$ cat config.mk
export PLATFORM = sky130hd
export DESIGN_NAME = ulsb_top
export DESIGN_NICKNAME = d
export VERILOG_FILES = /design/src/ulsb_sync.v /design/src/ulsb_baud.v /design/src/ulsb_top.v
export VERILOG_INCLUDE_DIRS = /design/src /design/src/src
export SDC_FILE = /design/constraint.sdc
export NUM_CORES = 1
export LEC_CHECK = 0
export BUFFER_PORTS_ARGS = -buffer_cell sky130_fd_sc_hd__buf_2
export CORE_MARGIN = 4
export CORE_UTILIZATION = 55
export DETAILED_ROUTE_END_ITERATION = 12
export PLACE_DENSITY = 0.82
export SYNTH_ARGS = -nofsm -noshare
export SYNTH_HDL_FRONTEND = slang
export SYNTH_SLANG_ARGS = --single-unit
export TNS_END_PERCENT = 50
$ cat constraint.sdc
create_clock -name ref_clk -period 4.56 [get_ports ref_clk]
set_clock_uncertainty 0.05 [all_clocks]
set_input_delay 0.456 -clock ref_clk [delete_from_list [all_inputs] [get_ports ref_clk]]
set_output_delay 0.456 -clock ref_clk [all_outputs]
set_load 0.005 [all_outputs]
$ cat src/ulsb_regs.vh
// register offsets, field positions, reset values and timing counts of the serial port status block
`ifndef ULSB_REGS_VH
`define ULSB_REGS_VH
// register byte offsets
`define ULSB_A_BUF      6'h00
`define ULSB_A_IER      6'h04
`define ULSB_A_FCTL     6'h08
`define ULSB_A_LCR      6'h0c
`define ULSB_A_LSR      6'h14
`define ULSB_A_DLL      6'h20
`define ULSB_A_DLH      6'h24
`define ULSB_A_PWR      6'h30
`define ULSB_A_MDR      6'h34
// line status fields
`define ULSB_LS_DR      0
`define ULSB_LS_OE      1
`define ULSB_LS_PE      2
`define ULSB_LS_FE      3
`define ULSB_LS_BI      4
`define ULSB_LS_TX_HOLD_EMPTY    5
`define ULSB_LS_TX_ALL_EMPTY    6
`define ULSB_LS_RX_FIFO_ERROR    7
// line format fields
`define ULSB_LCR_DIVISOR_SELECT   7
`define ULSB_LCR_BC     6
`define ULSB_LCR_SP     5
`define ULSB_LCR_EPS    4
`define ULSB_LCR_PEN    3
`define ULSB_LCR_STB    2
// interrupt enable fields
`define ULSB_IE_RX      0
`define ULSB_IE_TX      1
`define ULSB_IE_LS      2
// power/emulation fields
`define ULSB_PW_FREE    0
`define ULSB_PW_RXRUN   13
`define ULSB_PW_TXRUN   14
// fifo control fields
`define ULSB_FC_EN      0
`define ULSB_FC_RXCLR   1
`define ULSB_FC_TXCLR   2
// reset values
`define ULSB_LCR_RST    8'h00
`define ULSB_DIV_RST    8'h00
// timing
`define ULSB_OSR16      6'h10
`define ULSB_OSR13      6'h0d
`define ULSB_RELOAD_WS  2'h2
`define ULSB_FIFO_DEPTH 5'h10
`endif

$ cat src/ulsb_sync.v
// three-stage synchroniser; output follows once stages two and three agree
`timescale 1ns/100ps
`default_nettype none
module ulsb_sync
(
   // clock and reset
   input  wire ref_clk,
   input  wire rst_n,
   // pin in, clean level out
   input  wire pin_in,
   output reg  level_out
);
   reg s1_r;
   reg s2_r;
   reg s3_r;

   always @(posedge ref_clk or negedge rst_n)
   begin
      if (!rst_n)
      begin
         s1_r      <= 1'b1;
         s2_r      <= 1'b1;
         s3_r      <= 1'b1;
         level_out <= 1'b1;
      end
      else
      begin
         s1_r <= pin_in;
         s2_r <= s1_r;
         s3_r <= s2_r;
         if (s2_r == s3_r)
            level_out <= s3_r;
      end
   end
endmodule // ulsb_sync
`default_nettype wire

$ cat src/ulsb_baud.v
// baud generator: one sample enable every divisor clocks, held while reloading
`timescale 1ns/100ps
`default_nettype none
module ulsb_baud
(
   // clock and reset
   input  wire        ref_clk,
   input  wire        rst_n,
   // control
   input  wire [15:0] divisor,
   input  wire        reload,
   // sample enable, oversample ratio is counted by the user
   output reg         samp_tick
);
   reg [15:0] cnt_r;

   // bit time is divisor times the oversample count; zero divisor stops it
   always @(posedge ref_clk or negedge rst_n)
   begin
      if (!rst_n)
      begin
         cnt_r     <= 16'h0000;
         samp_tick <= 1'b0;
      end
      else if (reload || divisor == 16'h0000)
      begin
         cnt_r     <= 16'h0000;
         samp_tick <= 1'b0;
      end
      else if (cnt_r >= divisor - 16'h0001)
      begin
         cnt_r     <= 16'h0000;
         samp_tick <= 1'b1;
      end
      else
      begin
         cnt_r     <= cnt_r + 16'h0001;
         samp_tick <= 1'b0;
      end
   end
endmodule // ulsb_baud
`default_nettype wire

$ cat src/ulsb_top.v
// serial port core with line status, divisor latches, run controls and oversample select
//
// Implementation choices: the address-and-strobe port and the register addresses.
`timescale 1ns/100ps
`default_nettype none
`include "ulsb_regs.vh"
//////////////////////////////////////////////////////////////////////////////////////////////////
// Function
// - bit7 flags any stored faulty character
// - bit6 set when holding and shifter empty
// - bit5 set when holding stage drained
// - bit4 break: line low whole character
// - fifo error flags follow head character
// - bad stop sets bit3, wait line high
// - bit2 set on parity mismatch
// - line error flags request interrupt
// - bit1 overwrite overrun, cleared by read
// - fifo overrun drops new character
// - bit0 set while unread characters exist
// - divisor built from two byte latches
// - divisor write holds generator two cycles
// - select bit steers shared addresses
// - divisor latches also at dedicated addresses
// - bit14 runs or resets transmitter
// - bit13 runs or resets receiver
// - suspend halts after current word
// - mode bit0 picks 16x or 13x
// - select bit is format bit7, reset 0
module ulsb_top
(
   // clock and reset
   input  wire        ref_clk,
   input  wire        rst_n,
   // register port
   input  wire [5:0]  reg_addr,
   input  wire [31:0] reg_wdata,
   input  wire        reg_wr,
   input  wire        reg_rd,
   output reg  [31:0] reg_rdata,
   // serial line
   input  wire        rx_pin,
   output reg         tx_pin,
   // system
   input  wire        emu_suspend,
   output wire        irq
);
   localparam T_IDLE = 3'h0, T_START = 3'h1, T_DATA = 3'h2, T_PAR = 3'h3, T_STOP = 3'h4;
   localparam R_IDLE = 3'h0, R_START = 3'h1, R_DATA = 3'h2, R_PAR = 3'h3, R_STOP = 3'h4,
              R_WAITHI = 3'h5;
   //////////////////////////////////////////////////////////////////////////////////////////////
   reg  [7:0]  lcr_r;
   reg  [2:0]  ier_r;
   reg         fifo_en_r;
   reg  [7:0]  dll_r;
   reg  [7:0]  dlh_r;
   reg         tx_run_r;
   reg         rx_run_r;
   reg         free_r;
   reg         osm_r;
   reg         oe_r;
   reg  [1:0]  reload_r;
   reg  [7:0]  tx_mem [0:15];
   reg  [3:0]  tx_wp_r;
   reg  [3:0]  tx_rp_r;
   reg  [4:0]  tx_cnt_r;
   reg  [10:0] rx_mem [0:15];
   reg  [3:0]  rx_wp_r;
   reg  [3:0]  rx_rp_r;
   reg  [4:0]  rx_cnt_r;
   reg  [2:0]  ts_r;
   reg  [7:0]  tsh_r;
   reg  [5:0]  tsamp_r;
   reg  [2:0]  tbit_r;
   reg         tpar_r;
   reg  [2:0]  rs_r;
   reg  [7:0]  rsh_r;
   reg  [5:0]  rsamp_r;
   reg  [2:0]  rbit_r;
   reg         rperr_r;
   reg         rpbit_r;
   reg         rx_fifo_error;
   reg  [4:0]  k;
   reg  [3:0]  idx;
   wire        rx_lvl;
   wire        samp_tick;
   wire        halt;
   wire        divisor_select;
   wire [5:0]  osr;
   wire [5:0]  half;
   wire [2:0]  wlast;
   wire [4:0]  cap;
   wire        wr_thr;
   wire        rd_rbr;
   wire        wr_dll;
   wire        wr_dlh;
   wire        tx_pop;
   wire        rx_pop;
   wire        rx_done;
   wire [10:0] rx_word;
   wire [7:0]  rx_data;
   wire        tx_hold_empty;
   wire        tx_all_empty;
   wire        dr;
   wire [2:0]  head_err;
   wire [7:0]  line_status;
   wire [5:0]  stop_len;
   wire        stop_bit;
   wire        brk;
   //////////////////////////////////////////////////////////////////////////////////////////////
   ulsb_sync u_sync
   (
      .ref_clk   (ref_clk),
      .rst_n     (rst_n),
      .pin_in    (rx_pin),
      .level_out (rx_lvl)
   );

   ulsb_baud u_baud
   (
      .ref_clk   (ref_clk),
      .rst_n     (rst_n),
      .divisor   ({dlh_r, dll_r}),
      .reload    (reload_r != 2'h0),
      .samp_tick (samp_tick)
   );
   //////////////////////////////////////////////////////////////////////////////////////////////
   assign halt  = emu_suspend & ~free_r;
   assign divisor_select  = lcr_r[`ULSB_LCR_DIVISOR_SELECT];
   assign osr   = osm_r ? `ULSB_OSR13 : `ULSB_OSR16;
   assign half  = {1'b0, osr[5:1]};
   assign wlast = {1'b1, lcr_r[1:0]};
   assign cap   = fifo_en_r ? `ULSB_FIFO_DEPTH : 5'h01;
   // shared addresses follow the select bit; dedicated ones never do
   assign wr_thr = reg_wr && reg_addr == `ULSB_A_BUF && !divisor_select;
   assign rd_rbr = reg_rd && reg_addr == `ULSB_A_BUF && !divisor_select;
   assign wr_dll = reg_wr && ((reg_addr == `ULSB_A_BUF && divisor_select) || reg_addr == `ULSB_A_DLL);
   assign wr_dlh = reg_wr && ((reg_addr == `ULSB_A_IER && divisor_select) || reg_addr == `ULSB_A_DLH);
   assign rx_pop = rd_rbr && rx_cnt_r != 5'h00;
   assign tx_pop = ts_r == T_IDLE && tx_cnt_r != 5'h00 && !halt && tx_run_r;
   // line status
   assign tx_hold_empty     = tx_cnt_r == 5'h00;
   assign tx_all_empty     = tx_hold_empty && ts_r == T_IDLE;
   assign dr       = rx_cnt_r != 5'h00;
   assign head_err = dr ? rx_mem[rx_rp_r][10:8] : 3'h0;
   assign line_status      = {rx_fifo_error, tx_all_empty, tx_hold_empty, head_err, oe_r, dr};
   assign irq = !halt && ((ier_r[`ULSB_IE_RX] && dr) || (ier_r[`ULSB_IE_TX] && tx_hold_empty) ||
                (ier_r[`ULSB_IE_LS] && (oe_r || head_err != 3'h0)));

   always @*
   begin
      rx_fifo_error = 1'b0;
      idx  = 4'h0;
      for (k = 5'h00; k < 5'h10; k = k + 5'h01)
      begin
         idx = rx_rp_r + k[3:0];
         if (k < rx_cnt_r && rx_mem[idx][10:8] != 3'h0)
            rx_fifo_error = 1'b1;
      end
   end
   //////////////////////////////////////////////////////////////////////////////////////////////
   // registers and read port
   always @(posedge ref_clk or negedge rst_n)
   begin
      if (!rst_n)
      begin
         lcr_r     <= `ULSB_LCR_RST;
         ier_r     <= 3'h0;
         fifo_en_r <= 1'b0;
         dll_r     <= `ULSB_DIV_RST;
         dlh_r     <= `ULSB_DIV_RST;
         tx_run_r  <= 1'b0;
         rx_run_r  <= 1'b0;
         free_r    <= 1'b0;
         osm_r     <= 1'b0;
         reload_r  <= 2'h0;
         reg_rdata <= 32'h00000000;
      end
      else
      begin
         if (wr_dll)
            dll_r <= reg_wdata[7:0];
         if (wr_dlh)
            dlh_r <= reg_wdata[7:0];
         if (wr_dll || wr_dlh)
            reload_r <= `ULSB_RELOAD_WS;
         else if (reload_r != 2'h0)
            reload_r <= reload_r - 2'h1;
         if (reg_wr && reg_addr == `ULSB_A_IER && !divisor_select)
            ier_r <= reg_wdata[2:0];
         if (reg_wr && reg_addr == `ULSB_A_FCTL)
            fifo_en_r <= reg_wdata[`ULSB_FC_EN];
         if (reg_wr && reg_addr == `ULSB_A_LCR)
            lcr_r <= reg_wdata[7:0];
         if (reg_wr && reg_addr == `ULSB_A_PWR)
         begin
            tx_run_r <= reg_wdata[`ULSB_PW_TXRUN];
            rx_run_r <= reg_wdata[`ULSB_PW_RXRUN];
            free_r   <= reg_wdata[`ULSB_PW_FREE];
         end
         if (reg_wr && reg_addr == `ULSB_A_MDR)
            osm_r <= reg_wdata[0];
         reg_rdata <= 32'h00000000;
         if (reg_rd)
            case (reg_addr)
               `ULSB_A_BUF:  reg_rdata[7:0] <= divisor_select ? dll_r : rx_mem[rx_rp_r][7:0];
               `ULSB_A_IER:  reg_rdata[7:0] <= divisor_select ? dlh_r : {5'h00, ier_r};
               `ULSB_A_FCTL: reg_rdata[0] <= fifo_en_r;
               `ULSB_A_LCR:  reg_rdata[7:0] <= lcr_r;
               `ULSB_A_LSR:  reg_rdata[7:0] <= line_status;
               `ULSB_A_DLL:  reg_rdata[7:0] <= dll_r;
               `ULSB_A_DLH:  reg_rdata[7:0] <= dlh_r;
               `ULSB_A_PWR:  reg_rdata[14:0] <= {tx_run_r, rx_run_r, 12'h000, free_r};
               `ULSB_A_MDR:  reg_rdata[0] <= osm_r;
               default:      reg_rdata <= 32'h00000000;
            endcase
      end
   end
   //////////////////////////////////////////////////////////////////////////////////////////////
   // transmit holding stage; a full stage silently drops further writes
   always @(posedge ref_clk or negedge rst_n)
   begin
      if (!rst_n)
      begin
         tx_wp_r  <= 4'h0;
         tx_rp_r  <= 4'h0;
         tx_cnt_r <= 5'h00;
      end
      else if (!tx_run_r || (reg_wr && reg_addr == `ULSB_A_FCTL &&
               (reg_wdata[`ULSB_FC_TXCLR] || reg_wdata[`ULSB_FC_EN] != fifo_en_r)))
      begin
         tx_wp_r  <= 4'h0;
         tx_rp_r  <= 4'h0;
         tx_cnt_r <= 5'h00;
      end
      else
      begin
         if (wr_thr && tx_cnt_r < cap)
         begin
            tx_mem[tx_wp_r] <= reg_wdata[7:0];
            tx_wp_r         <= tx_wp_r + 4'h1;
         end
         if (tx_pop)
            tx_rp_r <= tx_rp_r + 4'h1;
         tx_cnt_r <= tx_cnt_r + {4'h0, wr_thr && tx_cnt_r < cap} - {4'h0, tx_pop};
      end
   end

   assign stop_len = !lcr_r[`ULSB_LCR_STB] ? osr :
                     (lcr_r[1:0] == 2'h0 ? osr + half : {osr[4:0], 1'b0});

   // transmit shifter; a word in progress completes even when suspended, but clearing the bit14 run control aborts it
   always @(posedge ref_clk or negedge rst_n)
   begin
      if (!rst_n)
      begin
         ts_r    <= T_IDLE;
         tsh_r   <= 8'h00;
         tsamp_r <= 6'h00;
         tbit_r  <= 3'h0;
         tpar_r  <= 1'b0;
         tx_pin  <= 1'b1;
      end
      else if (!tx_run_r)
      begin
         ts_r   <= T_IDLE;
         tx_pin <= 1'b1;
      end
      else
      begin
         case (ts_r)
            T_IDLE:
            begin
               tx_pin <= !lcr_r[`ULSB_LCR_BC];
               if (tx_pop)
               begin
                  tsh_r   <= tx_mem[tx_rp_r];
                  tpar_r  <= 1'b0;
                  tsamp_r <= 6'h00;
                  ts_r    <= T_START;
               end
            end
            T_START: tx_pin <= 1'b0;
            T_DATA:  tx_pin <= tsh_r[0];
            T_PAR:   tx_pin <= lcr_r[`ULSB_LCR_SP] ? !lcr_r[`ULSB_LCR_EPS] :
                               (tpar_r ^ !lcr_r[`ULSB_LCR_EPS]);
            T_STOP:  tx_pin <= 1'b1;
            default: ts_r <= T_IDLE;
         endcase
         if (lcr_r[`ULSB_LCR_BC] && ts_r != T_IDLE)
            tx_pin <= 1'b0;
         if (samp_tick && ts_r != T_IDLE)
         begin
            tsamp_r <= tsamp_r + 6'h01;
            if (ts_r == T_STOP ? tsamp_r == stop_len - 6'h01 : tsamp_r == osr - 6'h01)
            begin
               tsamp_r <= 6'h00;
               case (ts_r)
                  T_START:
                  begin
                     tbit_r <= 3'h0;
                     ts_r   <= T_DATA;
                  end
                  T_DATA:
                  begin
                     tpar_r <= tpar_r ^ tsh_r[0];
                     tsh_r  <= {1'b0, tsh_r[7:1]};
                     tbit_r <= tbit_r + 3'h1;
                     if (tbit_r == wlast)
                        ts_r <= lcr_r[`ULSB_LCR_PEN] ? T_PAR : T_STOP;
                  end
                  T_PAR:   ts_r <= T_STOP;
                  default: ts_r <= T_IDLE;
               endcase
            end
         end
      end
   end
   //////////////////////////////////////////////////////////////////////////////////////////////
   // receiver
   assign rx_data  = rsh_r >> (3'h7 - wlast);
   assign stop_bit = rx_lvl;
   assign brk      = rx_data == 8'h00 && !stop_bit && (!lcr_r[`ULSB_LCR_PEN] || !rpbit_r);
   assign rx_done  = samp_tick && rs_r == R_STOP && rsamp_r == osr - 6'h01;
   assign rx_word  = {brk, !stop_bit, rperr_r, rx_data};

   always @(posedge ref_clk or negedge rst_n)
   begin
      if (!rst_n)
      begin
         rs_r    <= R_IDLE;
         rsh_r   <= 8'h00;
         rsamp_r <= 6'h00;
         rbit_r  <= 3'h0;
         rperr_r <= 1'b0;
         rpbit_r <= 1'b0;
      end
      else if (!rx_run_r)
         rs_r <= R_IDLE;
      else
         case (rs_r)
            R_IDLE:
               if (!rx_lvl && !halt)
               begin
                  rsamp_r <= 6'h00;
                  rs_r    <= R_START;
               end
            R_START:
               if (samp_tick)
               begin
                  rsamp_r <= rsamp_r + 6'h01;
                  if (rsamp_r == half - 6'h01)
                  begin
                     rsamp_r <= 6'h00;
                     rbit_r  <= 3'h0;
                     rperr_r <= 1'b0;
                     rs_r    <= rx_lvl ? R_IDLE : R_DATA;
                  end
               end
            R_DATA, R_PAR, R_STOP:
               if (samp_tick)
               begin
                  rsamp_r <= rsamp_r + 6'h01;
                  if (rsamp_r == osr - 6'h01)
                  begin
                     rsamp_r <= 6'h00;
                     if (rs_r == R_DATA)
                     begin
                        rsh_r  <= {rx_lvl, rsh_r[7:1]};
                        rbit_r <= rbit_r + 3'h1;
                        if (rbit_r == wlast)
                           rs_r <= lcr_r[`ULSB_LCR_PEN] ? R_PAR : R_STOP;
                     end
                     else if (rs_r == R_PAR)
                     begin
                        rpbit_r <= rx_lvl;
                        rperr_r <= rx_lvl != (lcr_r[`ULSB_LCR_SP] ? !lcr_r[`ULSB_LCR_EPS] :
                                   (^rx_data ^ !lcr_r[`ULSB_LCR_EPS]));
                        rs_r    <= R_STOP;
                     end
                     else
                        rs_r <= stop_bit ? R_IDLE : R_WAITHI;
                  end
               end
            R_WAITHI:
               if (rx_lvl)
                  rs_r <= R_IDLE;
            default: rs_r <= R_IDLE;
         endcase
   end
   //////////////////////////////////////////////////////////////////////////////////////////////
   // receive buffer: one entry without fifo mode, sixteen with it
   always @(posedge ref_clk or negedge rst_n)
   begin
      if (!rst_n)
      begin
         rx_wp_r  <= 4'h0;
         rx_rp_r  <= 4'h0;
         rx_cnt_r <= 5'h00;
         oe_r     <= 1'b0;
      end
      else
      begin
         // new overrun wins over the clearing status read
         if (reg_rd && reg_addr == `ULSB_A_LSR)
            oe_r <= 1'b0;
         if (!rx_run_r || (reg_wr && reg_addr == `ULSB_A_FCTL &&
             (reg_wdata[`ULSB_FC_RXCLR] || reg_wdata[`ULSB_FC_EN] != fifo_en_r)))
         begin
            rx_wp_r  <= 4'h0;
            rx_rp_r  <= 4'h0;
            rx_cnt_r <= 5'h00;
         end
         else
         begin
            if (rx_pop)
               rx_rp_r <= rx_rp_r + 4'h1;
            if (rx_done && rx_cnt_r - {4'h0, rx_pop} < cap)
            begin
               rx_mem[rx_wp_r] <= rx_word;
               rx_wp_r         <= rx_wp_r + 4'h1;
               rx_cnt_r        <= rx_cnt_r + 5'h01 - {4'h0, rx_pop};
            end
            else
            begin
               rx_cnt_r <= rx_cnt_r - {4'h0, rx_pop};
               if (rx_done && !halt)
               begin
                  oe_r <= 1'b1;
                  if (!fifo_en_r)
                     rx_mem[rx_rp_r] <= rx_word;
               end
            end
         end
      end
   end
endmodule // ulsb_top
`default_nettype wire

# Word level (Yosys, flattened, before mapping)
# Memory sizes are Yosys's and may differ from the RTL's.
# Index checks and enable logic that the tools add are counted.
word_totals:
  regBits: 158
  mem_bits_rw: 304
  in_bits: 44
  output_inout_bits: 34
  elab_cells: 390
  memories: 2
classes:
  add_sub_neg: 35
  magnitude_cmp: 19
  n_eq_ne: 42
  n_shift: 1
  muxes: 123
  bitwise_logic: 6
  reduce_logical: 126
memory_table:
  columns: ["name", "depth", "word_bits", "read_ports", "rd_clocked_by_memory_dff", "wr", "line_no", "rtl"]
  rows:
  - ["rx_mem", 16, 11, 16, 0, 1, "ulsb_top.v:66", "reg [10:0] rx_mem [0:15];"]
  - ["tx_mem", 16, 8, 1, 0, 1, "ulsb_top.v:62", "reg [7:0] tx_mem [0:15];"]
op_table:
  columns: ["cell", "count"]
  rows:
  - ["3-bit 2-to-1 mux", 23]
  - ["6-bit 2-to-1 mux", 11]
  - ["3-bit nonzero test", 19]
  - ["8-bit 2-to-1 mux", 7]
  - ["1-bit logical AND", 55]
  - ["1-bit 2-to-1 mux", 50]
  - ["7-bit one-hot mux with 6 select lines", 1]
  - ["4-bit by 5-bit less-than comparator with 1-bit output, first input constant", 8]
  - ["4-bit 2-to-1 mux", 9]
  - ["4-bit adder, second input constant", 8]
  - ["16-bit 2-to-1 mux", 2]
  - ["5-bit 2-to-1 mux", 5]
  - ["6-bit == test", 4]
  - ["6-bit == test, second input constant", 4]
  - ["3-bit by 5-bit less-than comparator with 1-bit output, first input constant", 4]
  - ["2-bit nonzero test", 10]
  - ["3-bit one-hot mux with 2 select lines", 3]
  - ["6-bit one-hot mux with 3 select lines", 1]
  - ["16-bit by 1-bit adder with 16-bit output, second input constant", 1]
  - ["4-bit by 1-bit adder with 4-bit output, second input constant", 4]
  - ["4-bit by 3-bit adder with 4-bit output, second input constant", 4]
  - ["16-bit >= comparator", 1]
  - ["16-bit zero test", 1]
  - ["16-bit by 1-bit subtractor with 16-bit output, second input constant", 1]
  - ["other kinds (61)", 116]

# Logic depth before layout (Yosys ltp)
# Gate-level depths: netlist of run 1.
# An unclocked memory read counts as a cell.
depth:
  ltp_word: 21
  mapped_depth: 17
  ltp_nobuf: 14

# By module
# A second synthesis of run 1 with hierarchy kept.
hier_totals:
  cells_unflattened: 1569
  hier_area_um2: 21609.5
modules_own_cells:
  columns: ["module", "instances", "cells_per_inst", "area_per_inst_um2", "seq_area_each_um2"]
  rows:
  - ["ulsb_top", 1, 1408, 20096.8, 12007.8]
  - ["ulsb_baud", 1, 156, 1396.3, 425.4]
  - ["ulsb_sync", 1, 5, 116.4, 105.1]

# Least setup slack after synthesis of run 1
# No wires, ideal clock.
synth_timing:
  kind: "in2reg"
  startpoint: "input port reg_addr[4]"
  endpoint: "memory rx_mem[10][0] (enable)"
  setup_ns: 0.378
  arrival_time_ns: 4.165
  required_time_ns: 4.132
  slack_ns: -0.034
  stages: 16
  path_buffers: 4
  cell_sequence: "clkbuf_1 > or4_1 > clkbuf_1 > nor4_4 > and3_1 > clkbuf_1 > ha_1 > nor3b_2 > xnor2_1 > or4_4 > a211oi_4 > nor4_1 > buf_4 > nor3b_1 > a31oi_1 > nor2_1"
synth_via:
  elab_chain_cells: 13
  word_cells_on_any_way: 22
  classes_between: "add/sub: 1; order compare: 1; eq/ne: 1; mux: 8; reduce/logical: 11"
synth_rtl:
  columns: ["item", "line_no", "rtl"]
  rows:
  - ["start: declaration", "ulsb_top.v:35", "input wire [5:0] reg_addr,"]
  - ["6-bit zero test", null, null]
  - ["1-bit logical AND (no line)", null, null]
  - ["1-bit logical AND", "ulsb_top.v:135", "assign rd_rbr = reg_rd && reg_addr == `ULSB_A_BUF && !divisor_select;"]
  - ["1-bit logical AND", "ulsb_top.v:138", "assign rx_pop = rd_rbr && rx_cnt_r != 5'h00;"]
  - ["5-bit by 1-bit subtractor with 5-bit output", "ulsb_top.v:417", "if (rx_done && rx_cnt_r - {4'h0, rx_pop} < cap)"]
  - ["5-bit less-than comparator", "ulsb_top.v:417", null]
  - ["1-bit logical AND", "ulsb_top.v:417", null]
  - ["1-bit 2-to-1 mux", "ulsb_top.v:417", null]
  - ["1-bit 2-to-1 mux", "ulsb_top.v:406", "if (!rx_run_r || (reg_wr && reg_addr == `ULSB_A_FCTL &&"]
  - ["1-bit logical AND (implied by the code)", "ulsb_top.v:430", "rx_mem[rx_rp_r] <= rx_word;"]
  - ["1-bit 2-to-1 mux (implied by the code)", "ulsb_top.v:430", null]
  - ["11-bit OR reduction (no line)", null, null]
  - ["4-bit 2-to-1 mux (no line) or 1-bit 2-to-1 mux (tied branches)", null, null]
  - ["end: declaration", "ulsb_top.v:66", null]
# Several ways; a longest one is shown, not always the timed one.

# Final worst setup path of run 1
layout_timing:
  startpoint: "register rx_cnt_r[3]"
  endpoint: "memory rx_mem[8][4] (enable)"
layout_via:
  elab_chain_cells: 11
  word_cells_on_any_way: 16
  classes_between: "add/sub: 1; order compare: 1; mux: 8; reduce/logical: 6"
layout_rtl:
  columns: ["item", "line_no", "rtl"]
  rows:
  - ["start: declaration", "ulsb_top.v:69", "reg [4:0] rx_cnt_r;"]
  - ["start signal: assignment", "ulsb_top.v:421", "rx_cnt_r <= rx_cnt_r + 5'h01 - {4'h0, rx_pop};"]
  - ["start signal: assignment", "ulsb_top.v:425", "rx_cnt_r <= rx_cnt_r - {4'h0, rx_pop};"]
  - ["5-bit nonzero test", "ulsb_top.v:138", null]
  - ["1-bit logical AND", "ulsb_top.v:138", null]
  - ["5-bit by 1-bit subtractor with 5-bit output *", "ulsb_top.v:417", null]
  - ["5-bit less-than comparator *", "ulsb_top.v:417", null]
  - ["1-bit logical AND *", "ulsb_top.v:417", null]
  - ["1-bit 2-to-1 mux", "ulsb_top.v:417", null]
  - ["1-bit 2-to-1 mux", "ulsb_top.v:406", null]
  - ["1-bit logical AND (implied by the code)", "ulsb_top.v:430", null]
  - ["1-bit 2-to-1 mux (implied by the code)", "ulsb_top.v:430", null]
  - ["11-bit OR reduction (no line)", null, null]
  - ["4-bit 2-to-1 mux (no line) or 1-bit 2-to-1 mux (tied branches)", null, null]
# Mark *: on every way between the ends. The rest lies on a longest branch, timed or not.

==> results.sh, run 1 <==
export IMPL_syn_cell_area_um2=21590
export IMPL_std_cell_rows=72
export IMPL_grtUsageTotal_pct=25.58
export IMPL_drive_gt1_share_pct=21.15
export IMPL_cpMostUsedCell="ha_1"
export IMPL_yosysWarnings=0
export IMPL_yosys_top_cells_count="edfxtp_1 (304), dfrtp_1 (131), nand2_1 (123)"
export IMPL_ys_ff_latch=440
export IMPL_power_frac_comb_pct=7.4
export IMPL_hold_worst_slack_ns=0.05419
export IMPL_rsz0062_at_grt="true"
export IMPL_reg2regPathDepth=14
export IMPL_insertion_delay_ns=0.60
export IMPL_gr_total_overflow=0
export IMPL_slew_viol_final=0
export IMPL_leakagePower_nw=8.963
export IMPL_cp_data_arrival_time_ns=4.53
export IMPL_p_sw_mw=2.130
export IMPL_start_util_pct=55.73
export IMPL_power_mw=8.869
export IMPL_die_y_um=206.1
export IMPL_min_period_ns=4.351
export IMPL_io_pins=78
export IMPL_fin_crit_sh_pct=95.41
export IMPL_cp_cell_sequence="inv_1 > ha_1 > nand4_1 > and3_1 > ha_1 > ha_1 > nand2_1 > xnor2_1 > ha_1 > a211oi_4 > nor4_2 > and2_1 > o21ai_1 > nor2_2"
export IMPL_slowest_delay_ns=0.62
export IMPL_synth_top_area_share_pct=42.28
export IMPL_cts_max_path_buffers=3
export IMPL_routedWlPerCell_um=24.72
export IMPL_post_cts_buffers=0
export IMPL_synth_cells=1562
export IMPL_p_clk_share_pct=42.3
export IMPL_grt_pass1_vias=14110
export IMPL_fin_nets=1728
export IMPL_wirelength_mm=53.72
export IMPL_synth_cell_types=83
export IMPL_port_buffers=33
export IMPL_worst_setup_path_start_kind="register"
export IMPL_cts_root_buf="clkbuf_16"
export IMPL_avgSynthCellArea_um2=13.82
export IMPL_dieArea_um2=42490
export IMPL_vias=14010
export IMPL_drtIter0Drc=1652
export IMPL_swShare_pct=24.02
export IMPL_worstPathMaxFanout=11
export IMPL_cts_tree="built"
export IMPL_synthToLayoutAreaGrowth_pct=11.00
export IMPL_synth_edf_count=304
export IMPL_yosys_area_top_type="edfxtp_1"
export IMPL_synthTopCellsByArea="edfxtp_1 (42%), dfrtp_1 (15%), mux4_2 (11%), ha_1 (3.7%), mux2_2 (2.6%)"
export IMPL_async_flop_share_pct=30.91
export IMPL_ys_seq_area_share_pct=58.08
export IMPL_endpoint_kind="register"
export IMPL_vias_per_cell=6.446
export IMPL_ant_nets=0
export IMPL_drc=0
export IMPL_die_x_um=206.1
export IMPL_synth_flop_cell="edfxtp_1"
export IMPL_hpwlAfterDp_mm=34.53
export IMPL_holdCritPathClass="in2reg"
export IMPL_coreArea_um2=38740
export IMPL_setup_viol=0
export IMPL_synth_most_common_cell="edfxtp_1"
export IMPL_grt_max_degree=73
export IMPL_utilization_pct=61.86
export IMPL_intPower_mw=6.739
export IMPL_required_ns=4.74
export IMPL_antennaDiodeCount=0
export IMPL_irDropWorstVdd_uv=302.4
export IMPL_dr_pass1_iters=6
export IMPL_slowest_stage="nor4_2"
export IMPL_hold_violations=0
export IMPL_relSlewSlack_pct=12.30
export IMPL_max_clock_freq_mhz=229.8
export IMPL_power_density_nw_per_um2=370.1
export IMPL_worstSetupPathType="reg2reg"
export IMPL_gp_congestion=0.9373
export IMPL_htreeDepth=2
export IMPL_holdPathStages=2
export IMPL_cts_made_buffers=45
export IMPL_status="completed"
export IMPL_clk_pin_slew_worst_paths_ns=0.06
export IMPL_antenna_found_initial=0
export IMPL_tightest_slew_ns=1.310
export IMPL_grt_pass1_wl_mm=83.58
export IMPL_cts_sinks=440
export IMPL_seq_power_share_pct=50.2
export IMPL_maxCapViolCount=0
==> critical path: cells and delay by family (launching register included) <==
family / cells / cell delay (ns)
XOR/XNOR: 1 / 0.08
AND/OR/NAND/NOR: 6 / 1.99
flip-flops: 1 / 0.40
AO/OA/AOI/OAI: 2 / 0.31
buffers and inverters: 1 / 0.16
adder cells (fa/ha/maj): 4 / 0.98
==> repair_timing <==
item                                    in CTS  in global routing
resized for setup                            0                  3
hold buffers                                 1                  0
endpoints found under the setup margin       0                 54
endpoints found under the hold margin        1                  0
==> state kept, by name, indices dropped and copies added, names as in the netlist, 3 cells and up <==
name          count
dlh_r             8
dll_r             8
ier_r             3
lcr_r             8
rbit_r            3
reg_rdata        10
rs_r              3
rsamp_r           6
rsh_r             8
rx_cnt_r          5
rx_mem          176
rx_rp_r           4
rx_wp_r           4
tbit_r            3
ts_r              3
tsamp_r           6
tsh_r             8
tx_cnt_r          5
tx_mem          128
tx_rp_r           4
tx_wp_r           4
u_baud.cnt_r     16
==> layout make-up <==
cell class                 count  area [um^2]
fill                        2693        14770
sequential                   440        12550
multi-input combinational    994         8452
clock buffer                  56         1244
tap                          518        648.1
timing repair buffer          88        599.3
clock inverter                26        284.0
inverter                      51        191.4
==> layout by cell type, fill, tap and decap left out, types with 34 or more instances in the layout <==
master	count
a21oi_1	65
buf_4	53
clkbuf_16	47
dfrtp_1	127
edfxtp_1	304
ha_1	63
inv_1	46
mux2_2	49
mux2i_1	34
mux4_2	108
nand2_1	123
nor2_1	100
nor3_1	42
o21ai_0	49
xnor2_1	44
==> routing by layer <==
layer  up-vias  GRT usage [%]  part of all wire [%]
met4         0          8.508                   3.4
met3       141          5.790                    11
met5         -              0                     0
met1      7037          35.42                    38
met2       832          40.67                    48
li1       5997              -                     -
==> logic make-up (layout without fill, tap and decap cells) <==
group	Yosys count	count (layout)	share of synthesized area, %
xor+xnor	72	72	2.921
mux	191	191	15.40
flops	440	440	58.08
other cells	1	22	0.01737
fa+ha+maj	65	65	3.790
simple gates	420	420	9.644
buf+inv	149	221	3.251
compound gates	224	224	6.903
==> stage by stage <==
stage / setup TNS, ns / std cells / worst slack, ns / cell area (um^2)
finish: 0 / 2173 / 0.2093 / 23960
global route: -2.727 / 2173 / -0.1012 / 23960
CTS: 0 / 2173 / 0.01806 / 23960
detailed placement: -10.79 / 2090 / -0.3509 / 22420
global placement: -2.493 / 2090 / -0.1065 / 22420
floorplan: -3.073 / 1583 / -0.03370 / 21670
==> worst paths after layout <==
check / end / from / slack [ns]
worst max register to register: rx_mem[8][4]$_DFFE_PP_ / rx_cnt_r[3]$_DFF_PN0_ / 0.21
worst min-delay path: tx_run_r$_DFFE_PN0P_ / reg_wdata[14] / 0.05
min in group asynchronous: rx_wp_r[2]$_DFFE_PN0P_ / rst_n / 0.08
worst min register to register: u_sync.s2_r$_DFF_PN1_ / u_sync.s1_r$_DFF_PN1_ / 0.31
worst max-delay path: rx_mem[8][4]$_DFFE_PP_ / rx_cnt_r[3]$_DFF_PN0_ / 0.21
max in group asynchronous: rx_rp_r[0]$_DFFE_PN0P_ / rst_n / 2.92
==> power groups by stage <==
| stage | Sequential, mW | Combinational (mW) | Clock (mW) |
|---|---|---|---|
| 2_1_floorplan | 4.48 | 0.461 | 0 |
| 3_3_place_gp | 4.53 | 0.610 | 0 |
| 3_5_place_dp | 4.53 | 0.647 | 0 |
| 4_1_cts | 4.45 | 0.658 | 3.79 |
| 5_1_grt | 4.46 | 0.728 | 3.97 |
| 6_report | 4.46 | 0.659 | 3.75 |
Note: power is estimated with default switching activity, not from simulation.
==> inputs of run 2 (changes only) <==
--- a/config.mk
+++ b/config.mk
@@ -6,6 +6,7 @@
 export SDC_FILE = /design/constraint.sdc
 export NUM_CORES = 1
 export LEC_CHECK = 0
+export ABC_AREA = 1
 export BUFFER_PORTS_ARGS = -buffer_cell sky130_fd_sc_hd__buf_2
 export CORE_MARGIN = 4
 export CORE_UTILIZATION = 55
==> results.sh, run 2 <==
export IMPL_status="completed"
export IMPL_p_sw_mw=3.118
export IMPL_grt_pass1_wl_mm=93.44
export IMPL_cts_made_buffers=45
export IMPL_die_y_um=212.0
export IMPL_cts_tree="built"
export IMPL_synth_xor_area_share_pct=1.946
export IMPL_synth_top_area_share_pct=39.88
export IMPL_setup_viol=0
export IMPL_dr_pass1_iters=6
export IMPL_synth_most_common_cell="nand2_1"
export IMPL_synth_flop_cell="edfxtp_1"
export IMPL_relSlewSlack_pct=29.89
export IMPL_synth_compound_area_share_pct=10.42
export IMPL_seq_power_share_pct=44.3
export IMPL_yosysWarnings=0
export IMPL_die_x_um=212.0
export IMPL_syn_cell_area_um2=22890
export IMPL_final_common_cell="nand2_1"
export IMPL_final_cell_mix="nand2_1 (541), nor2_1 (305), edfxtp_1 (304), nand3_1 (242), o21ai_0 (229)"
export IMPL_synth_cells=2540
export IMPL_insertion_delay_ns=0.59
export IMPL_synthTopCellsByArea="edfxtp_1 (40%), dfrtp_1 (14%), nand2_1 (8.9%), nand3_1 (5.3%), o21ai_0 (5.0%)"
export IMPL_rsz0062_at_grt="false"
export IMPL_synth_area_mux_share_pct=0.1421
export IMPL_ys_ff_latch=440
export IMPL_ys_seq_area_share_pct=54.78
export IMPL_fin_nets=2690
export IMPL_grt_pass1_vias=17850
export IMPL_holdCritPathClass="in2reg"
export IMPL_drtIter0Drc=1956
export IMPL_power_density_nw_per_um2=418.7
export IMPL_port_buffers=33
export IMPL_vias=18660
export IMPL_cts_root_buf="clkbuf_16"
export IMPL_synth_edf_count=304
export IMPL_post_cts_buffers=0
export IMPL_p_clk_share_pct=36.3
export IMPL_max_clock_freq_mhz=240.6
export IMPL_synth_top_family_by_area="simple AND/OR/NAND/NOR gates"
export IMPL_gr_total_overflow=0
export IMPL_worst_setup_path_start_kind="register"
export IMPL_slew_viol_final=0
export IMPL_routedWlPerCell_um=18.71
export IMPL_maxCapViolCount=0
export IMPL_start_util_pct=55.80
export IMPL_vias_per_cell=5.923
export IMPL_coreArea_um2=41020
export IMPL_holdPathStages=3
export IMPL_tightest_slew_ns=1.048
export IMPL_async_flop_share_pct=30.91
export IMPL_gp_congestion=0.9996
export IMPL_top_register="rx_mem"
export IMPL_wirelength_mm=58.95
export IMPL_synth_cell_types=68
export IMPL_cp_data_arrival_time_ns=4.38
export IMPL_power_frac_comb_pct=19.4
export IMPL_placedCellCount=3065
export IMPL_yosys_area_top_type="edfxtp_1"
export IMPL_drc=0
export IMPL_irDropWorstVdd_uv=391.4
export IMPL_hold_worst_slack_ns=0.07791
export IMPL_synthToLayoutAreaGrowth_pct=10.13
export IMPL_cts_sinks=440
export IMPL_yosys_top_cells_count="nand2_1 (541), nor2_1 (305), edfxtp_1 (304)"
export IMPL_worstSetupPathType="reg2reg"
export IMPL_largest_register_ffs=176
export IMPL_antennaDiodeCount=0
export IMPL_hpwlAfterDp_mm=41.05
export IMPL_grtUsageTotal_pct=26.02
export IMPL_swShare_pct=29.54
export IMPL_grt_max_degree=76
export IMPL_ant_nets=0
export IMPL_leakagePower_nw=10.56
export IMPL_clk_pin_slew_worst_paths_ns=0.06
export IMPL_synth_simple_area_share_pct=22.65
export IMPL_largest_registers="rx_mem (176), tx_mem (128), u_baud.cnt_r (16)"
export IMPL_required_ns=4.78
export IMPL_std_cell_rows=74
export IMPL_min_period_ns=4.157
export IMPL_cts_max_path_buffers=3
export IMPL_avgSynthCellArea_um2=9.011
export IMPL_nFillCells=3238
export IMPL_intPower_mw=7.437
export IMPL_io_pins=78
export IMPL_dieArea_um2=44940
export IMPL_htreeDepth=2
export IMPL_drive_gt1_share_pct=8.324
export IMPL_yosys_area_share_adder_pct=3.575
export IMPL_reg2regPathDepth=21
export IMPL_endpoint_kind="register"
export IMPL_setup_tns_ns=0
export IMPL_hold_violations=0
export IMPL_fin_crit_sh_pct=91.15
export IMPL_worstPathMaxFanout=9
export IMPL_stdcell_count=3151
export IMPL_regToRegSetupSlack_ns=0.40
export IMPL_antenna_found_initial=1
[run 2: metrics by stage]
| step | power (mW) | worst slack, ns | area, um^2 | util [%] |
|---|---|---|---|---|
| finish | 10.55 | 0.4034 | 25210 | 61.46 |
| global route | 11.07 | 0.08972 | 25210 | 61.46 |
| CTS | 10.57 | 0.4449 | 25210 | 61.46 |
| detailed placement | 6.745 | 0.1006 | 23640 | 57.64 |
| global placement | 6.636 | 0.2977 | 23640 | 57.64 |
| floorplan | 6.138 | 0.3652 | 22970 | - |
[run 2: cell type report]
cell class	instances	area, um^2	area share [%]
Clock inverter	24	352.8	1.400
Tap cell	532	665.6	2.641
Multi-Input combinational cell	1767	8950	35.50
Inverter	237	890.9	3.534
Clock buffer	60	1192	4.730
Timing Repair Buffer	91	611.8	2.427
Sequential cell	440	12540	49.76
[run 2: per-layer routing]
layer	vias up	GRT usage [%]	part of all wire (%)
li1	8687	-	-
met2	934	42.14	47
met1	8863	35.15	39
met3	177	4.102	8.9
met4	2	11.33	4.6
met5	-	0	0.022
[run 2: cell families after synthesis]
kind of cell | count (synthesis)
DFF | 440
and+or+nand+nor | 1198
AOI/OAI and AO/OA | 429
buffers and inverters | 354
xor gates and xnor gates | 50
muxes | 3
other | 1
adders and majority gates | 65
[run 2: power groups by stage]
stage / Clock, mW / Sequential (mW) / Combinational (mW)
6_report: 3.84 / 4.67 / 2.05
5_1_grt: 4.07 / 4.69 / 2.30
4_1_cts: 3.88 / 4.67 / 2.02
3_5_place_dp: 0 / 4.74 / 2.00
3_3_place_gp: 0 / 4.73 / 1.90
2_1_floorplan: 0 / 4.68 / 1.46
[run 2: critical path, cell delays in order (launching register included)]
cell	delay [ns]
dfrtp_1	0.43
inv_1	0.13
ha_1	0.20
nand2_1	0.06
nor2_1	0.36
nor3_4	0.09
ha_1	0.22
ha_1	0.21
nand2_1	0.08
xor2_1	0.21
inv_1	0.08
ha_1	0.28
nand2_1	0.07
nor3b_2	0.18
nor2_4	0.21
nand3_4	0.13
nand2_1	0.10
nand2_2	0.08
nor2_4	0.12
nand2_2	0.11
nor2_1	0.22
buf_4	0.22
[run 2: repair_timing]
item / in CTS / in global routing
hold endpoints to repair: 24 / 0
resized for setup: 0 / 0
endpoints found under the setup margin: 0 / 0
hold buffers: 2 / 0
[run 2: final timing paths]
path	from	to
worst min register to register	u_sync.s1_r$_DFF_PN1_	u_sync.s2_r$_DFF_PN1_
worst max register to register	rx_cnt_r[3]$_DFF_PN0_	rx_mem[4][6]$_DFFE_PP_
worst max-delay path	rx_cnt_r[3]$_DFF_PN0_	rx_mem[4][6]$_DFFE_PP_
min in group asynchronous	rst_n	dlh_r[2]$_DFFE_PN0P_
worst min-delay path	reg_rd	reg_rdata[2]$_DFF_PN0_
max in group asynchronous	rst_n	tx_rp_r[0]$_DFFE_PN0P_
==> inputs of run 3 (changes only) <==
--- a/config.mk
+++ b/config.mk
@@ -8,6 +8,7 @@
 export LEC_CHECK = 0
 export ABC_AREA = 1
 export BUFFER_PORTS_ARGS = -buffer_cell sky130_fd_sc_hd__buf_2
+export CAP_MARGIN = 15
 export CORE_MARGIN = 4
 export CORE_UTILIZATION = 55
 export DETAILED_ROUTE_END_ITERATION = 12
==> constraint.sdc (replaced) <==
create_clock -name ref_clk -period 4.56 [get_ports ref_clk]
set_clock_uncertainty 0.05 [all_clocks]
set_input_delay 0.228 -clock ref_clk [delete_from_list [all_inputs] [get_ports ref_clk]]
set_output_delay 0.228 -clock ref_clk [all_outputs]
set_load 0.005 [all_outputs]
==> results.sh, run 3 (synthesis gave the netlist of run 2 again) <==
export IMPL_placed_cell_area_um2=23570
export IMPL_cts_root_buf="clkbuf_16"
export IMPL_coreArea_um2=41020
export IMPL_cts_tree="built"
export IMPL_ant_nets=0
export IMPL_final_common_cell="nand2_1"
export IMPL_seq_area_um2=12540
export IMPL_cp_depth=21
export IMPL_fin_crit_sh_pct=92.83
export IMPL_htreeDepth=2
export IMPL_worst_path_buf_inv=4
export IMPL_irDropWorstVdd_uv=527.6
export IMPL_die_y_um=212.0
export IMPL_cts_max_path_buffers=3
export IMPL_hold_violations=0
export IMPL_synthToLayoutAreaGrowth_pct=9.791
export IMPL_drc=0
export IMPL_vias_per_cell=5.966
export IMPL_grtUsageTotal_pct=25.92
export IMPL_grt_pass1_vias=17730
export IMPL_io_pins=78
export IMPL_status="completed"
export IMPL_cp_cell_sequence="inv_1 > ha_1 > nand2_1 > nor2_1 > nor3_4 > ha_1 > ha_1 > nand2_1 > xor2_1 > inv_1 > ha_1 > nand2_1 > nor3b_2 > nor2_4 > nand3_4 > nand2_1 > nand2_1 > inv_1 > nand2_1 > nor2_1 > buf_4"
export IMPL_ctsResizeCount=0
export IMPL_max_clock_freq_mhz=236.2
export IMPL_endpoint_kind="register"
export IMPL_cts_sinks=440
export IMPL_nFillCells=3152
export IMPL_fin_nets=2687
export IMPL_cpMostUsedCell="nand2_1"
export IMPL_dieArea_um2=44940
export IMPL_setup_viol=0
export IMPL_slew_viol_final=0
export IMPL_cts_made_buffers=45
export IMPL_largest_register_ffs=176
export IMPL_grt_max_degree=86
export IMPL_insertion_delay_ns=0.59
export IMPL_power_density_nw_per_um2=414.6
export IMPL_slowest_delay_ns=0.43
export IMPL_grt_pass1_wl_mm=93.38
export IMPL_start_util_pct=55.80
export IMPL_setup_tns_ns=0
export IMPL_drtIter0Drc=2500
export IMPL_slowest_stage="dfrtp_1"
export IMPL_antennaDiodeCount=0
export IMPL_antenna_found_initial=0
export IMPL_routedWlPerCell_um=18.62
export IMPL_power_mw=10.42
export IMPL_dr_pass1_iters=7
export IMPL_rsz0062_at_grt="false"
export IMPL_multiInputGateArea_um2=8950
export IMPL_required_ns=4.79
export IMPL_largest_registers="rx_mem (176), tx_mem (128), u_baud.cnt_r (16)"
export IMPL_holdCritPathClass="in2reg"
export IMPL_port_buffers=33
export IMPL_tightest_slew_ns=1.056
export IMPL_clk_pin_slew_worst_paths_ns=0.06
export IMPL_gr_total_overflow=0
export IMPL_die_x_um=212.0
export IMPL_wirelength_mm=58.61
export IMPL_worstSetupPathType="reg2reg"
export IMPL_min_period_ns=4.233
export IMPL_leakagePower_nw=10.50
export IMPL_holdPathStages=1
export IMPL_worst_setup_path_start_kind="register"
export IMPL_gp_congestion=0.9615
export IMPL_drive_gt1_share_pct=7.916
export IMPL_relSlewSlack_pct=29.31
export IMPL_vias=18770
export IMPL_maxCapViolCount=0
export IMPL_hpwlAfterDp_mm=39.72
export IMPL_cp_data_arrival_time_ns=4.46
export IMPL_std_cell_rows=74
export IMPL_stdcell_area_um2=25130
export IMPL_crit_family="simple AND/OR/NAND/NOR gates"
export IMPL_reg2regPathDepth=21
export IMPL_final_cell_mix="nand2_1 (541), nor2_1 (305), edfxtp_1 (304), nand3_1 (242), o21ai_0 (229)"
export IMPL_top_register="rx_mem"
export IMPL_worstPathMaxFanout=9
==> run 3: cell count changes in the layout (fill, tap and decap cells not counted), sizes merged <==
cell	change
bufinv	-4
clkinvlp	+2
clkinv	+4
clkbuf	-3
dlygate4sd3	+7
buf	-10
==> run 3: metal layers <==
layer | wire, um | share of wire [%] | GRT usage (%) | vias up
li1 | - | - | - | 8668
met4 | 2759 | 4.7 | 11.13 | 0
met3 | 5843 | 10 | 4.471 | 211
met1 | 22650 | 39 | 34.74 | 8793
met5 | 0 | 0 | 0 | -
met2 | 27360 | 47 | 42.04 | 1102
==> run 3: path summary, 6_finish.rpt <==
kind,start,slack [ns],endpoint
max,rx_cnt_r[3]$_DFF_PN0_,0.33,rx_mem[4][0]$_DFFE_PP_
min,reg_wdata[4],0.03,tx_mem[12][4]$_DFFE_PP_
max reg2reg,rx_cnt_r[3]$_DFF_PN0_,0.33,rx_mem[4][0]$_DFFE_PP_
min reg2reg,u_sync.s1_r$_DFF_PN1_,0.31,u_sync.s2_r$_DFF_PN1_
max in group asynchronous,rst_n,3.30,tx_rp_r[0]$_DFFE_PN0P_
min in group asynchronous,rst_n,0.09,u_baud.cnt_r[7]$_DFF_PN0_
==> run 3: final cells by class <==
class | instances | area share (%)
Timing Repair Buffer | 88 | 2.415
Clock buffer | 57 | 4.820
Multi-Input combinational cell | 1767 | 35.62
Tap cell | 532 | 2.649
Inverter | 237 | 3.545
Clock inverter | 26 | 1.036
Sequential cell | 440 | 49.92
==> run 3: worst register-to-register path, stage by stage, from the launching register on <==
cell	delay, ns
dfrtp_1	0.43
inv_1	0.12
ha_1	0.22
nand2_1	0.07
nor2_1	0.35
nor3_4	0.10
ha_1	0.22
ha_1	0.22
nand2_1	0.10
xor2_1	0.23
inv_1	0.08
ha_1	0.28
nand2_1	0.08
nor3b_2	0.18
nor2_4	0.21
nand3_4	0.14
nand2_1	0.10
nand2_1	0.13
inv_1	0.13
nand2_1	0.11
nor2_1	0.17
buf_4	0.21
==> run 3: per-stage QoR <==
step / worst slack, ns / utilization (%) / instances / hold WS, ns
after floorplan: 0.5932 / - / 2561 / -0.1176
after global placement: 0.3280 / 57.46 / 3055 / 0.1128
after detailed placement: 0.04219 / 57.46 / 3055 / 0.1138
after CTS: 0.3568 / 61.27 / 3147 / 0.01109
final: 0.3271 / 61.27 / 3147 / 0.03199
after global routing: 0.1140 / 61.27 / 3147 / 0.01520
==> run 3: repair_timing <==
| item | in CTS | in global routing |
|---|---|---|
| setup endpoints to repair | 0 | 0 |
| endpoints found under the hold margin | 94 | 0 |
| buffers inserted | 0 | 0 |
| hold buffers | 9 | 0 |
==> run 3: power by group <==
group	total (mW)	internal [mW]	leakage, nW	switching, mW
sequential	4.69	4.50	4.51	0.187
combinational	2.07	0.631	5.28	1.44
clock	3.67	2.12	0.709	1.55
total	10.4	7.25	10.5	3.17
